===== src/epd_pkg.sv =====
// Purpose: Shared constants for the encoder pulse divider.
// Assumes: One clock domain, synchronous active-high reset.
// Notes:   Quadrature phase index runs 0..3 with A leading B when counting up.
package epd_pkg;

    // =========================================================================
    // Division ratio
    // =========================================================================
    localparam int          EPD_RATIO_W     = 15;
    localparam logic [14:0] EPD_RATIO_RESET = 15'h0001;
    localparam logic [14:0] EPD_RATIO_MIN   = 15'h0001;
    localparam logic [14:0] EPD_RATIO_MAX   = 15'h7FFF;

    // =========================================================================
    // Quadrature phase index and step codes
    // =========================================================================
    localparam int         EPD_IDX_W     = 2;
    localparam logic [1:0] EPD_IDX_RESET = 2'h0;
    localparam logic [1:0] EPD_STEP_NONE = 2'h0;
    localparam logic [1:0] EPD_STEP_FWD  = 2'h1;
    localparam logic [1:0] EPD_STEP_BAD  = 2'h2;
    localparam logic [1:0] EPD_STEP_REV  = 2'h3;

    // =========================================================================
    // Synchroniser
    // =========================================================================
    localparam int EPD_SYNC_STAGES = 2;

    typedef enum {
        EPD_DIR_FWD,
        EPD_DIR_REV
    } epd_dir_e;

endpackage


===== src/epd_sync.sv =====
// Purpose: Two-flop synchroniser for the encoder input pins.
// Assumes: Inputs are asynchronous to sys_clk.
// Notes:   The first stage feeds only the second stage.
`timescale 1ns/1ps

module epd_sync #(
    parameter int WIDTH = 3
) (
    input  wire logic             sys_clk,
    input  wire logic             sys_rst,
    input  wire logic             clk_en,
    input  wire logic [WIDTH-1:0] async_in,
    output logic      [WIDTH-1:0] sync_out
);

    // =========================================================================
    // Stages
    // =========================================================================
    logic [WIDTH-1:0] meta_r;
    logic [WIDTH-1:0] sync_r;

    always_ff @(posedge sys_clk) begin
        if (sys_rst) begin
            meta_r <= '0;
            sync_r <= '0;
        end else if (clk_en) begin
            meta_r <= async_in;
            sync_r <= meta_r;
        end
    end

    assign sync_out = sync_r;

endmodule


===== src/epd_divider.sv =====
// Purpose: Divide encoder A/B quadrature by n and drive open-collector and
//          differential output groups; pass Z through undivided.
// Assumes: Encoder pins are asynchronous; ratio input is on sys_clk.
// Notes:   Division is done on quadrature states, so direction survives.
`timescale 1ns/1ps

module epd_divider
    import epd_pkg::*;
(
    input  wire logic                         sys_clk,
    input  wire logic                         sys_rst,
    input  wire logic                         clk_en,
    input  wire logic                         enc_phase_a,
    input  wire logic                         enc_phase_b,
    input  wire logic                         enc_phase_z,
    input  wire logic [epd_pkg::EPD_RATIO_W-1:0] pulse_division_ratio,
    input  wire logic                         ratio_load,
    output logic                              oc_phase_a_out,
    output logic                              oc_phase_a_oe,
    output logic                              oc_phase_b_out,
    output logic                              oc_phase_b_oe,
    output logic                              oc_phase_z_out,
    output logic                              oc_phase_z_oe,
    output logic                              diff_phase_a_out,
    output logic                              diff_phase_a_out_n,
    output logic                              diff_phase_b_out,
    output logic                              diff_phase_b_out_n,
    output logic                              diff_phase_z_out,
    output logic                              diff_phase_z_out_n,
    output logic                              rot_reverse,
    output logic                              enc_step_err
);

    import epd_pkg::*;

    // =========================================================================
    // Helpers
    // =========================================================================
    // Map an A/B level pair to a phase index that rises when A leads B.
    function automatic logic [EPD_IDX_W-1:0] quad_idx(input logic a, input logic b);
        quad_idx = {b, a ^ b};
    endfunction

    // A is high in phase indices 1 and 2.
    function automatic logic idx_phase_a(input logic [EPD_IDX_W-1:0] idx);
        idx_phase_a = idx[1] ^ idx[0];
    endfunction

    // B is high in phase indices 2 and 3.
    function automatic logic idx_phase_b(input logic [EPD_IDX_W-1:0] idx);
        idx_phase_b = idx[1];
    endfunction

    // =========================================================================
    // Pin synchronisation
    // =========================================================================
    logic [2:0] pins_sync;

    epd_sync #(
        .WIDTH (3)
    ) u_sync (
        .sys_clk  (sys_clk),
        .sys_rst  (sys_rst),
        .clk_en   (clk_en),
        .async_in ({enc_phase_z, enc_phase_b, enc_phase_a}),
        .sync_out (pins_sync)
    );

    wire in_a = pins_sync[0];
    wire in_b = pins_sync[1];
    wire in_z = pins_sync[2];

    // =========================================================================
    // Ratio setting
    // =========================================================================
    // A ratio of zero has no meaning, so it is taken as one rather than
    // stalling the outputs for good.
    logic [EPD_RATIO_W-1:0] ratio_r;
    logic [EPD_RATIO_W-1:0] ratio_nxt;
    wire                    ratio_zero = (pulse_division_ratio == '0);

    assign ratio_nxt = ratio_zero ? EPD_RATIO_MIN : pulse_division_ratio;

    always_ff @(posedge sys_clk) begin
        if (sys_rst) begin
            ratio_r <= EPD_RATIO_RESET;
        end else if (clk_en && ratio_load) begin
            ratio_r <= ratio_nxt;
        end
    end

    // =========================================================================
    // Input step decode
    // =========================================================================
    // Steps are trusted only once the synchroniser holds real pin levels.
    // Otherwise a pin left away from phase zero fakes a step after reset.
    logic [EPD_IDX_W-1:0] in_idx_r;
    logic                 idx_valid_r;
    logic [1:0]           fill_r;
    wire                  fill_done  = (fill_r == 2'(EPD_SYNC_STAGES));
    wire  [EPD_IDX_W-1:0] in_idx_now = quad_idx(in_a, in_b);
    wire  [EPD_IDX_W-1:0] step_raw   = in_idx_now - in_idx_r;
    wire  [EPD_IDX_W-1:0] step       = idx_valid_r ? step_raw : EPD_STEP_NONE;
    wire                  step_fwd   = (step == EPD_STEP_FWD);
    wire                  step_rev   = (step == EPD_STEP_REV);
    wire                  step_bad   = (step == EPD_STEP_BAD);

    always_ff @(posedge sys_clk) begin
        if (sys_rst) begin
            in_idx_r    <= EPD_IDX_RESET;
            idx_valid_r <= 1'b0;
            fill_r      <= 2'h0;
        end else if (clk_en) begin
            in_idx_r    <= in_idx_now;
            idx_valid_r <= fill_done;
            if (!fill_done) begin
                fill_r <= fill_r + 2'h1;
            end
        end
    end

    // =========================================================================
    // Divider: one output phase step per n input phase steps
    // =========================================================================
    // Each output state lasts n input states, so high and low times both
    // scale by n and the duty cycle of the input is preserved.
    logic [EPD_RATIO_W-1:0] sub_r;
    logic [EPD_RATIO_W-1:0] sub_nxt;
    logic [EPD_IDX_W-1:0]   out_idx_r;
    logic [EPD_IDX_W-1:0]   out_idx_nxt;
    wire  [EPD_RATIO_W-1:0] ratio_top = ratio_r - EPD_RATIO_MIN;
    wire                    sub_at_top = (sub_r >= ratio_top);
    wire                    sub_at_bot = (sub_r == '0);

    always_comb begin
        sub_nxt     = sub_r;
        out_idx_nxt = out_idx_r;
        if (step_fwd) begin
            if (sub_at_top) begin
                sub_nxt     = '0;
                out_idx_nxt = out_idx_r + 2'h1;
            end else begin
                sub_nxt = sub_r + 15'h0001;
            end
        end else if (step_rev) begin
            if (sub_at_bot) begin
                sub_nxt     = ratio_top;
                out_idx_nxt = out_idx_r - 2'h1;
            end else if (sub_r > ratio_top) begin
                sub_nxt = ratio_top;
            end else begin
                sub_nxt = sub_r - 15'h0001;
            end
        end
    end

    always_ff @(posedge sys_clk) begin
        if (sys_rst) begin
            sub_r     <= '0;
            out_idx_r <= EPD_IDX_RESET;
        end else if (clk_en) begin
            sub_r     <= sub_nxt;
            out_idx_r <= out_idx_nxt;
        end
    end

    // =========================================================================
    // Direction and fault flags
    // =========================================================================
    // A jump of two phase states means a missed edge; it is flagged and
    // otherwise ignored, since its direction cannot be known.
    epd_dir_e dir_r;
    logic     err_r;

    always_ff @(posedge sys_clk) begin
        if (sys_rst) begin
            dir_r <= EPD_DIR_FWD;
            err_r <= 1'b0;
        end else if (clk_en) begin
            err_r <= step_bad;
            case (1'b1)
                step_fwd: dir_r <= EPD_DIR_FWD;
                step_rev: dir_r <= EPD_DIR_REV;
                default:  dir_r <= dir_r;
            endcase
        end
    end

    assign rot_reverse  = (dir_r == EPD_DIR_REV);
    assign enc_step_err = err_r;

    // =========================================================================
    // Output registers
    // =========================================================================
    // A single set of registers feeds both groups, so the two groups can
    // never drift apart in ratio or phase.
    logic out_a_r;
    logic out_b_r;
    logic out_z_r;

    always_ff @(posedge sys_clk) begin
        if (sys_rst) begin
            out_a_r <= 1'b0;
            out_b_r <= 1'b0;
            out_z_r <= 1'b0;
        end else if (clk_en) begin
            out_a_r <= idx_phase_a(out_idx_nxt);
            out_b_r <= idx_phase_b(out_idx_nxt);
            out_z_r <= in_z;
        end
    end

    // Open-collector pins pull low while the logical level is low.
    assign oc_phase_a_out = out_a_r;
    assign oc_phase_b_out = out_b_r;
    assign oc_phase_z_out = out_z_r;
    assign oc_phase_a_oe  = ~out_a_r;
    assign oc_phase_b_oe  = ~out_b_r;
    assign oc_phase_z_oe  = ~out_z_r;

    assign diff_phase_a_out   = out_a_r;
    assign diff_phase_a_out_n = ~out_a_r;
    assign diff_phase_b_out   = out_b_r;
    assign diff_phase_b_out_n = ~out_b_r;
    assign diff_phase_z_out   = out_z_r;
    assign diff_phase_z_out_n = ~out_z_r;

endmodule


===== config.mk =====
export PLATFORM = sky130hd
export DESIGN_NAME = epd_divider
export DESIGN_NICKNAME = d
export VERILOG_FILES = /design/src/epd_pkg.sv /design/src/epd_sync.sv /design/src/epd_divider.sv
export SDC_FILE = /design/constraint.sdc
export NUM_CORES = 1
export LEC_CHECK = 0
export BUFFER_PORTS_ARGS = -buffer_cell sky130_fd_sc_hd__buf_2
export CORE_MARGIN = 1
export CORE_UTILIZATION = 60
export CTS_CLUSTER_DIAMETER = 30
export DETAILED_ROUTE_END_ITERATION = 7
export GPL_ROUTABILITY_DRIVEN = 0
export PLACE_DENSITY = 0.82
export REMOVE_ABC_BUFFERS = 1
export SYNTH_ARGS = -nofsm -noshare
export SYNTH_HDL_FRONTEND = slang
export SYNTH_SLANG_ARGS = --single-unit

===== constraint.sdc =====
create_clock -name sys_clk -period 7.2 [get_ports sys_clk]
set_clock_uncertainty 0.05 [all_clocks]
set_input_delay 0.36 -clock sys_clk [delete_from_list [all_inputs] [get_ports sys_clk]]
set_output_delay 0.36 -clock sys_clk [all_outputs]
set_load 0.05 [all_outputs]

Yosys cells after proc, flatten, opt, wreduce, memory -nomap -nowiden --
Index checks and enable logic that the tools add are counted.
Storage, ports and cells: register bits after elaboration 79, bits in latches 0, memory bits (writable) 0, ROM bits 0, input bits 22, output and inout bits 14, logic and storage cells 52, memories 0
Operators by class: add/subtract/negate cells 7, multiply operators 0, div/mod/pow operators 0, order comparisons 2, equal/unequal tests 5, shifts and indexed selects 0, multiplexer cells 13, bitwise gates (word level) 6, reduce and logical (&&, ||, !) cells 6
Operator list (number):
- $mux 15 | 6
- $mux 32 | 2
- $eq 32x2->1 const B | 1
- $logic_not 15->1 | 2
- $sub 15x1->15 const B | 2
- $add 15x1->15 const B | 1
- $ge 15x15->1 | 1
- $gt 15x15->1 | 1
- $mux 2 | 5
- $eq 2x2->1 const B | 3
- $add 2x1->2 const B | 2
- $not 1->1 | 4
- $reduce_and 2->1 | 2
- $eq 2x1->1 const B | 1
- $reduce_bool 2->1 | 1
- $sub 2x1->2 const B | 1
- $sub 2x2->2 | 1
- $xor 1x1->1 | 2
- $logic_and 1x1->1 | 1

Longest topological paths before layout --
Gate-level depths: netlist (run 1).
depth after elaboration 7, gate-level depth with buffers 18, mapped depth without buffers 16

By module --
Synthesis (run 1) repeated with hierarchy kept, for this count alone.
Unflattened totals: cell total of the unflattened synthesis 437, area, all modules 3449.6 µm²
Modules (own cells, without submodules):
- epd_divider | times used 1, cells each 418, area each 3235.6 µm², sequential area each 820.8 µm²
- epd_sync | times used 1, cells each 19, area each 214.0 µm², sequential area each 120.1 µm²

Least setup slack after synthesis (run 1) --
OpenSTA, ideal clock, no wires.
kind register -> register, start register ratio_r[0], end register sub_r[8], library setup time 0.075 ns, data arrival time 3.662 ns, path slack 3.413 ns, stages on the path, launching flop included 17, clock period less this slack 3.787 ns, cells stage by stage dfxtp_1 nor3_1 nand2b_1 or3_1 or3_1 nor3_1 xnor2_1 ha_1 and4_1 and4_1 nand3_1 mux2i_2 a21oi_4 nor2_2 buf_6 mux2_4 o22ai_2
Between the ends: word-level cells in the longest chain between the ends 6
Ends and longest elaborated chain:
- from (decl) | RTL line epd_divider.sv:78 | logic [EPD_RATIO_W-1:0] ratio_r;
- from (signal assigned) | RTL line epd_divider.sv:88 | ratio_r <= ratio_nxt;
- $sub 15x1->15 * | RTL line epd_divider.sv:131 | wire [EPD_RATIO_W-1:0] ratio_top = ratio_r - EPD_RATIO_MIN;
- $gt 15x15->1 | RTL line epd_divider.sv:149 | end else if (sub_r > ratio_top) begin
- $mux 15 | RTL line epd_divider.sv:149
- $mux 15 | RTL line epd_divider.sv:146 | if (sub_at_bot) begin
- $mux 15 | RTL line epd_divider.sv:145 | end else if (step_rev) begin
- $mux 15 * | RTL line epd_divider.sv:138 | if (step_fwd) begin
- to (signal assigned) | RTL line epd_divider.sv:162 | sub_r <= sub_nxt;
- to (decl) | RTL line epd_divider.sv:127 | logic [EPD_RATIO_W-1:0] sub_r;
Mark *: on every way between the ends. The rest lies on a longest branch, timed or not. The select of a mux whose other input is x is not followed. A chain may end at the register's enable or synchronous reset.

Worst setup path after layout (run 1) --
start register ratio_r[0], end register sub_r[2]
The elaborated chain is that of the path after synthesis.

==> run metrics, run 1 <==
post-synth top area share=between 20 and 30%; Required @ worst endpoint=7.38 ns; sequential area share after synthesis=a little over a quarter; vias=between 3000 and 4000; Post-synth EDFFs=0; Root Buffer=clkbuf_8; Worst Tran Pin Value=1.01 ns; dpl cell area=between 3000 and 4000 um^2; first-pass GRT wire length=approximately 13000 um; Syn Area/Cell=approximately 8.0 um^2; Min-Delay Path Class=input pin to flip-flop; Cell Area, Synth=3470 um^2; # placed instances=509; power density cells=approximately 160 nW/um^2; DRT Pass-1 Iters=7; non-filler instance count after layout=517; async set-reset flop share out of synthesis=0%; number of global-route vias before repair=a little under 3000; Final nets=485; DR DRC count=0; count of final hold-check violations=0; flops & latches, synth=47; Total GRT Usage=27.7%; VDD IR-drop max=about 0.12 mV; Die Wd=around 78 um; crit path launch type=flip-flop; warnings from Yosys=0; DRT iter0 DRCs=381; final setup TNS=0 ns; IO buf count=35; max_cap viols=0; layout cells sized above 1=roughly 15%; power consumption=between 500 and 600 uW; CTS H-Tree Depth=2; HPWL Detailed=~6000 um; die height=roughly 80 um; Initial Util=a little over three fifths; post-synthesis cell type count=69; Worst Path Max Fanout=13; number of gates resized after CTS=0; Setup Fix Bufs, Post-CTS=0; DRT Wirelength=between 8000 and 9000 um; setup ws final=approximately 2.6 ns; clock slew at reported path FFs=0.09 ns; clock sink count=47; Setup violations, final=0; area grow syn2layout=6.45%; total inserted antenna cells=0; clock tree from TritonCTS=built; multi-input combinational cell area=2340 um^2; f_max=217 MHz; ANT nets after route=0; final instance area=~3700 um^2; initial antenna violation count=0; Site Rows=27; crit path DAT=about 4.8 ns; Reg area=941 um^2; WS Path Type=flip-flop to flip-flop; final period utilization=between 60% and 70%; pre-CTS setup slack=about 2.7 ns; unrepaired setup endpoints after global routing=false; CTS Hold Bufs=0; post-DR wirelength/cell=roughly 16 um; synth top area cells=dfxtp_1 27%, ha_1 6.8%, nand2_1 4.7%; vias per cell=between 6 and 7; core area=between 5000 and 6000 um^2; Yosys top cell by area=dfxtp_1; Leakage=around 0.0015 uW; Slew HR=approximately 32%; filler instances=approximately 480; Worst Setup End Kind=flip-flop; CTS Buf Count=5; Most used DFF post-synth=dfxtp_1; Synth Instances=between 400 and 500; flop2flop setup slack=approximately 2.6 ns; status=complete, no violations; Final min period=roughly 4.6 ns; GR Overflow Total=0; Clock Latency Late Sink=between 0.3 and 0.4 ns; Top Ports=36; Max Slew Vio Count=0; largest net degree at the start of global routing=51; Clock Path Buffers=2; die area=6090 um^2
-- worst max-delay path: stages (launching register included) --
cell and delay [ns]:
dfxtp_1 0.34, inv_1 0.10, ha_1 0.19, or3b_1 0.48
nor2_1 0.27, nand2_1 0.12, nor3_1 0.20, xnor2_1 0.14
ha_1 0.31, and4_1 0.25, and4_1 0.27, nand3_1 0.12
mux2i_2 0.38, a21oi_4 0.09, nor2_2 0.57, mux2_1 0.41
a211oi_2 0.22
-- state kept, by name, indices dropped and copies added (netlist names), 2 cells and up --
signal	flops
u_sync.meta_r	3
out_idx_r	2
in_idx_r	2
ratio_r	15
fill_r	2
sub_r	15
u_sync.sync_out	3
-- placed cells by master, fill, tap and decap left out, types with 4 or more instances in the layout --
master,n
mux2i_1,13
dfxtp_1,47
nor3_1,19
a21oi_1,31
xor2_1,10
o211ai_1,4
xnor2_1,18
a21o_1,5
ha_1,19
inv_1,12
o22ai_1,6
nand2_1,43
nand4_1,4
or3_1,7
buf_2,35
a22oi_1,7
nand3_1,9
nor4_1,8
nor2_1,41
clkbuf_8,6
o21ai_0,15
and3_1,10
nor2b_1,8
a211oi_1,4
-- power by group --
part | internal (uW) | switching, uW
Combinational | 48.8 | 74.5
Sequential | 268 | 8.17
Clock | 78.5 | 96.1
Total | 396 | 179
-- layer usage --
metal	GRT usage [%]	wire length [um]	up-vias	share of wire (%)
li1	-	-	1578	-
met1	35.4	3640	1474	45
met2	45.4	3740	154	46
met3	5.00	516	25	6.3
met4	12.4	230	0	2.8
met5	0	0	-	0
-- final timing paths --
path | cells after the start | to | startpoint
setup / recovery | 16 | sub_r[2]$_SDFFE_PP0P_ | ratio_r[0]$_SDFFE_PP1P_
hold / removal | 3 | u_sync.meta_r[2]$_SDFFE_PP0P_ | enc_phase_z
setup reg to reg | 16 | sub_r[2]$_SDFFE_PP0P_ | ratio_r[0]$_SDFFE_PP1P_
hold reg to reg | 2 | enc_step_err$_SDFFE_PP0P_ | enc_step_err$_SDFFE_PP0P_
-- cells by family after synthesis --
family	count (synthesis)	share of synthesized area, %
AND/OR/NAND/NOR	177	27.1
AO/OA/AOI/OAI	96	18.7
flip-flops	47	27.1
buffers and inverters	44	5.70
XOR/XNOR	29	7.71
multiplexers	21	6.74
adder cells (fa/ha/maj)	19	6.85
-- stage by stage --
stage	utilization, %	hold WS [ns]
after floorplan	-	0.375
after global placement	64.9	0.400
after detailed placement	64.9	0.403
after CTS	66.7	0.225
after global routing	66.7	0.244
final	66.7	0.231
-- area by class of cell --
| type | count | area share (%) |
|---|---|---|
| multi-input cells | 342 | 63.3 |
| flip-flops and latches | 47 | 25.5 |
| repair buffers | 36 | 4.94 |
| well taps | 72 | 2.44 |
| clock buffers | 6 | 2.24 |
| inverters | 12 | 1.22 |
| clock inverters | 2 | 0.440 |
-- cells in the mapped netlist (6+ instances only) --
cell type and number:
nor2b_1 8, clkbuf_1 21, o22ai_1 6, or3_1 7, inv_1 12, nor3_1 19
dfxtp_1 47, buf_4 6, xor2_1 10, o21ai_0 15, nand2_1 43, nor4_1 8
a21oi_1 31, nor2_1 41, nand3_1 9, ha_1 19, a22oi_1 7, and3_1 10
xnor2_1 18, mux2i_1 13
No activity file was read; power rests on OpenSTA's default activity.
==> inputs of run 2 (changes only) <==
clock period = 4.5 ns   (was 7.2 ns; I/O delays follow)
==> run 2 against run 1 <==
Sequential share of layout area decreased by 0.42 points. Highest routed layer unchanged. Power rose by 70%. Global-route usage decreased by 0.33 points.
==> run metrics, run 2 (same netlist as run 1, synthesis figures left out) <==
Final min period=4.22 ns; power consumption=approximately 970 uW; final setup TNS=0 ns; FF-to-FF path depth=17; DRT Wirelength=7900 um; die area=approximately 6000 um^2; Total GRT Usage=between 20% and 30%; count of final hold-check violations=0; most frequent cells in the layout=47 x dfxtp_1, 43 x nand2_1, 40 x nor2_1, 35 x buf_2, 31 x a21oi_1; core area=roughly 5500 um^2; Setup Fix Bufs, Post-CTS=0; clock sink count=47; Leakage=0.00153 uW; setup ws final=between 0.2 and 0.3 ns; crit path from=ratio_r[0]$_SDFFE_PP1P_; Net Switching=281 uW; status=complete, no violations; ANT nets after route=0; layout cells sized above 1=16.3%; commonest non-fill, non-tap cell in the layout=dfxtp_1; Site Rows=27; Hold Worst Slack=0.115 ns; IO buf count=35; Die Wd=78.1 um; Clock Latency Late Sink=roughly 0.30 ns; Initial Util=between 60% and 70%; filler instances=about 490; clock tree from TritonCTS=built; pre-CTS setup slack=between 0.15 and 0.2 ns; first-pass GRT wire length=about 13000 um; Setup violations, final=0; Comb power frac=around 20%; fin util=about two thirds; biggest regs=ratio_r (15), sub_r (15); DRT Pass-1 Iters=4; Worst Setup End Kind=flip-flop; vias=3135; DRT iter0 DRCs=roughly 300; HPWL Detailed=5850 um; initial antenna violation count=0; Worst Tran Pin Value=~0.6 ns; Worst Path Max Fanout=9; flop2flop setup slack=0.28 ns; crit path DAT=~4.4 ns; number of global-route vias before repair=2863; Min-Delay Path Class=input pin to flip-flop; GR Overflow Total=0; DR DRC count=0; final period utilization=93.7%; Slew HR=60.1%; vias per cell=around 6.0; Top Ports=36; WS Path Type=flip-flop to flip-flop; Worst R2R Start=ratio_r[0]$_SDFFE_PP1P_; area grow syn2layout=8.22%; post-DR wirelength/cell=roughly 15 um; CTS H-Tree Depth=2; HP Start=enc_phase_z; Int Power=a little under 700 uW; Max Slew Vio Count=0; switch share=between 20% and 30%; Final nets=between 400 and 500; max_cap viols=0; CTS Hold Bufs=0; f_max=roughly 240 MHz; Clk network pwr share=33.9%; die height=~78 um; Root Buffer=clkbuf_8; power density cells=approximately 260 nW/um^2; Clock Path Buffers=2; unrepaired setup endpoints after global routing=false; Required @ worst endpoint=4.67 ns; CTS Buf Count=5; crit path launch type=flip-flop; Reg power frac=a little under half; total inserted antenna cells=0; VDD IR-drop max=0.185 mV; clock slew at reported path FFs=approximately 0.090 ns; largest net degree at the start of global routing=roughly 50; r2r endpoint=sub_r[5]$_SDFFE_PP0P_; Setup crit end=sub_r[5]$_SDFFE_PP0P_
run 2: cell type report:
type                            instances  area, um^2  area share, %
Clock inverter                          2        38.8           1.03
Multi-Input combinational cell        342        2360           62.9
Sequential cell                        47         941           25.0
Inverter                               12        45.0           1.20
Timing Repair Buffer                   38         198           5.26
Tap cell                               72        90.1           2.40
Clock buffer                            6        82.6           2.20
run 2: power groups by stage:
stage / clock (uW) / sequential [uW] / combinational [uW]
floorplan: 0 / 454 / 136
global placement: 0 / 451 / 189
detailed placement: 0 / 452 / 194
CTS: 341 / 442 / 195
global route: 354 / 445 / 220
finish: 331 / 443 / 200
run 2: metal layers:
layer	global-route usage, %	part of all wire, %
met3	3.49	4.6
met2	46.3	48
met5	0	0
met1	35.3	47
met4	10.6	1.2
run 2: what timing repair did:
| item | 4_1_cts | 5_1_grt |
|---|---|---|
| gates resized for setup | 0 | 5 |
| endpoints found under the hold margin | 0 | 0 |
| setup endpoints to repair | 0 | 12 |
run 2: per-stage QoR:
| step | instances | area (um^2) |
|---|---|---|
| 2_1_floorplan | 401 | 3320 |
| 3_3_place_gp | 511 | 3610 |
| 3_5_place_dp | 511 | 3610 |
| 4_1_cts | 519 | 3730 |
| 5_1_grt | 519 | 3760 |
| 6_report | 519 | 3760 |
run 2: worst min-delay path by stage:
| stage | end | slack (ns) | cells past startpoint |
|---|---|---|---|
| 6_report | u_sync.meta_r[2]$_SDFFE_PP0P_ | 0.11 | 3 |
| 3_3_place_gp | enc_step_err$_SDFFE_PP0P_ | 0.40 | 2 |
| 2_1_floorplan | sub_r[2]$_SDFFE_PP0P_ | 0.24 | 1 |
| 3_5_place_dp | enc_step_err$_SDFFE_PP0P_ | 0.41 | 2 |
| 5_1_grt | ratio_r[5]$_SDFFE_PP0P_ | 0.12 | 3 |
| 4_1_cts | u_sync.meta_r[2]$_SDFFE_PP0P_ | 0.11 | 3 |
run 2: worst max-delay path, cell delays in order, from the launching register on:
cell and delay (ns):
dfxtp_1 0.34, inv_1 0.11, ha_1 0.20, or3b_4 0.44
nor2_2 0.18, nand2_1 0.11, nor3_1 0.22, xnor2_1 0.15
ha_1 0.32, and4_1 0.27, and4_1 0.29, nand3_1 0.17
mux2i_4 0.30, a21oi_4 0.09, nor2_4 0.20, buf_4 0.22
mux2_2 0.34, o22ai_1 0.14
==> inputs of run 3 (changes only) <==
PLACE_DENSITY = default   (was 0.82)
PLACE_DENSITY_LB_ADDON = 0.3   (was default)
==> run 3 against run 2 <==
Utilization is 0.27 points lower. Register-to-register slack hardly changed. Worst hold slack worse by 0.019 ns. Clock-buffer cell count is 1 lower. Power is 0.23% lower. Design area is 0.40% lower. Sequential power hardly changed. Die area stayed put. First-iteration DRC count is 6.5% lower. Final cell count stayed put. Fmax is 0.20% higher. Largest cell class unchanged. Highest routed layer unchanged.
==> run metrics, run 3 (same netlist as run 1, synthesis figures left out) <==
Root Buffer=clkbuf_8; Required @ worst endpoint=approximately 4.7 ns; Worst R2R Start=ratio_r[0]$_SDFFE_PP1P_; CP cell instances=nor3_2 -> nand2b_1 -> or3_1 -> or3_1 -> nor3_1 -> xnor2_1 -> ha_1 -> and4_1 -> o211ai_1 -> o31ai_2 -> nor3_4 -> nand3_2 -> or4_1 -> o311ai_1 -> o2bb2ai_1; Die Wd=78.1 um; layout cells sized above 1=~16%; clock tree from TritonCTS=built; initial antenna violation count=0; DRT iter0 DRCs=approximately 290; CTS Buf Count=5; HP Start=enc_phase_z; Leakage=around 0.0015 uW; Clock Latency Late Sink=0.32 ns; Site Rows=27; flop2flop setup slack=roughly 0.29 ns; Final nets=487; commonest non-fill, non-tap cell in the layout=dfxtp_1; IO buf count=35; hold path depth=3; Crit path top cell by count=or3_1; Max stage delay on crit path=0.58 ns; total inserted antenna cells=0; Worst Hold Path EP=u_sync.meta_r[2]$_SDFFE_PP0P_; Min-Delay Path Class=input pin to flip-flop; most frequent cells in the layout=47 x dfxtp_1, 43 x nand2_1, 39 x nor2_1, 35 x buf_2, 31 x a21oi_1; WS Path Type=flip-flop to flip-flop; vias=3258; clock sink count=47; Final min period=between 4 and 5 ns; Worst Tran Pin Value=0.921 ns; Clock Path Buffers=2; DRT Pass-1 Iters=5; CTS Hold Bufs=0; first-pass GRT wire length=~13000 um; Worst Setup End Kind=flip-flop; Setup violations, final=0; final instance area=about 3700 um^2; biggest regs=ratio_r (15), sub_r (15); status=complete, no violations; count of final hold-check violations=0; VDD IR-drop max=around 0.22 mV; max_cap viols=0; largest net degree at the start of global routing=just over 50; Slew HR=roughly two fifths; CP max stage cell=or4_1; vias per cell=between 6 and 7; DR DRC count=0; dpl cell area=3610 um^2; post-DR wirelength/cell=15.5 um; GR Overflow Total=0; area grow syn2layout=7.79%; crit path DAT=4.41 ns; FF-to-FF path depth=15; Total GRT Usage=between 20% and 30%; power density cells=260 nW/um^2; Setup Fix Bufs, Post-CTS=0; core area=~5500 um^2; clock slew at reported path FFs=approximately 0.1 ns; Reg area=between 900 and 1000 um^2; multi-input combinational cell area=roughly 2400 um^2; DRT Wirelength=8070 um; fin util=around two thirds; crit path launch type=flip-flop; final period utilization=between 90% and 100%; die area=6090 um^2; Max Slew Vio Count=0; Initial Util=a little over three fifths; die height=~78 um; HPWL Detailed=5940 um; CTS H-Tree Depth=2; r2r endpoint=sub_r[14]$_SDFFE_PP0P_; ANT nets after route=0; Top Ports=36; Worst Path Max Fanout=16; filler instances=492; number of global-route vias before repair=roughly 2800; f_max=roughly 240 MHz
run 3: changes by cell type in the layout (fill, tap and decap cells not counted):
cell      before  now
nor2_2         2    4
or3b_1         1    2
nor3b_1        1    2
or3b_4         1    0
nor3b_2        1    0
nor2_1        40   39
clkinv_4       0    1
nor2_4         1    0
clkbuf_8       6    5
run 3: worst max-delay path: cells and delay by family, from the launching register on:
kind / cells / cell delay (ns)
AND/OR/NAND/NOR: 9 / 2.77
flip-flops: 1 / 0.34
adder cells (fa/ha/maj): 1 / 0.29
AO/OA/AOI/OAI: 4 / 0.50
XOR/XNOR: 1 / 0.20
run 3: report_power, final:
part / switching [uW] / internal [uW]
combinational: 121 / 80.1
sequential: 13.3 / 430
clock: 160 / 169
run 3: routing by layer:
metal / up-vias / track usage [%] / wire (um)
met2: 152 / 46.4 / 3810
met5: - / 0 / 0
met3: 21 / 4.53 / 549
met4: 0 / 11.1 / 219
li1: 1582 / - / -
met1: 1503 / 35.1 / 3500
run 3: what timing repair did:
action                                 4_1_cts  5_1_grt
endpoints found under the hold margin        0        0
gates resized for setup                      0        4
setup endpoints to repair                    0       11
run 3: area by class of cell:
| type | instances | area share (%) |
|---|---|---|
| multi-input cells | 342 | 62.8 |
| flip-flops and latches | 47 | 25.2 |
| repair buffers | 38 | 5.28 |
| well taps | 72 | 2.41 |
| clock buffers | 5 | 1.84 |
| clock inverters | 3 | 1.27 |
| inverters | 12 | 1.20 |
run 3: worst max path at each step:
stage	endpoint	slack, ns	start	cells past startpoint
5_1_grt	sub_r[2]$_SDFFE_PP0P_	-0.01	ratio_r[0]$_SDFFE_PP1P_	16
4_1_cts	sub_r[2]$_SDFFE_PP0P_	0.15	ratio_r[0]$_SDFFE_PP1P_	16
3_5_place_dp	sub_r[2]$_SDFFE_PP0P_	0.26	ratio_r[0]$_SDFFE_PP1P_	16
2_1_floorplan	sub_r[2]$_SDFFE_PP0P_	0.50	ratio_r[0]$_SDFFE_PP1P_	15
6_report	sub_r[14]$_SDFFE_PP0P_	0.29	ratio_r[0]$_SDFFE_PP1P_	15
3_3_place_gp	sub_r[2]$_SDFFE_PP0P_	0.47	ratio_r[0]$_SDFFE_PP1P_	16
run 3: stage by stage:
step	total power (uW)	TNS (ns)	worst slack, ns	std cells	hold slack, ns
floorplan	590	0	0.497	401	0.240
global placement	641	0	0.469	511	0.398
detailed placement	647	0	0.257	511	0.402
CTS	971	0	0.152	519	0.0987
global route	1010	-0.0171	-0.0128	519	0.0984
finish	972	0	0.290	519	0.0957
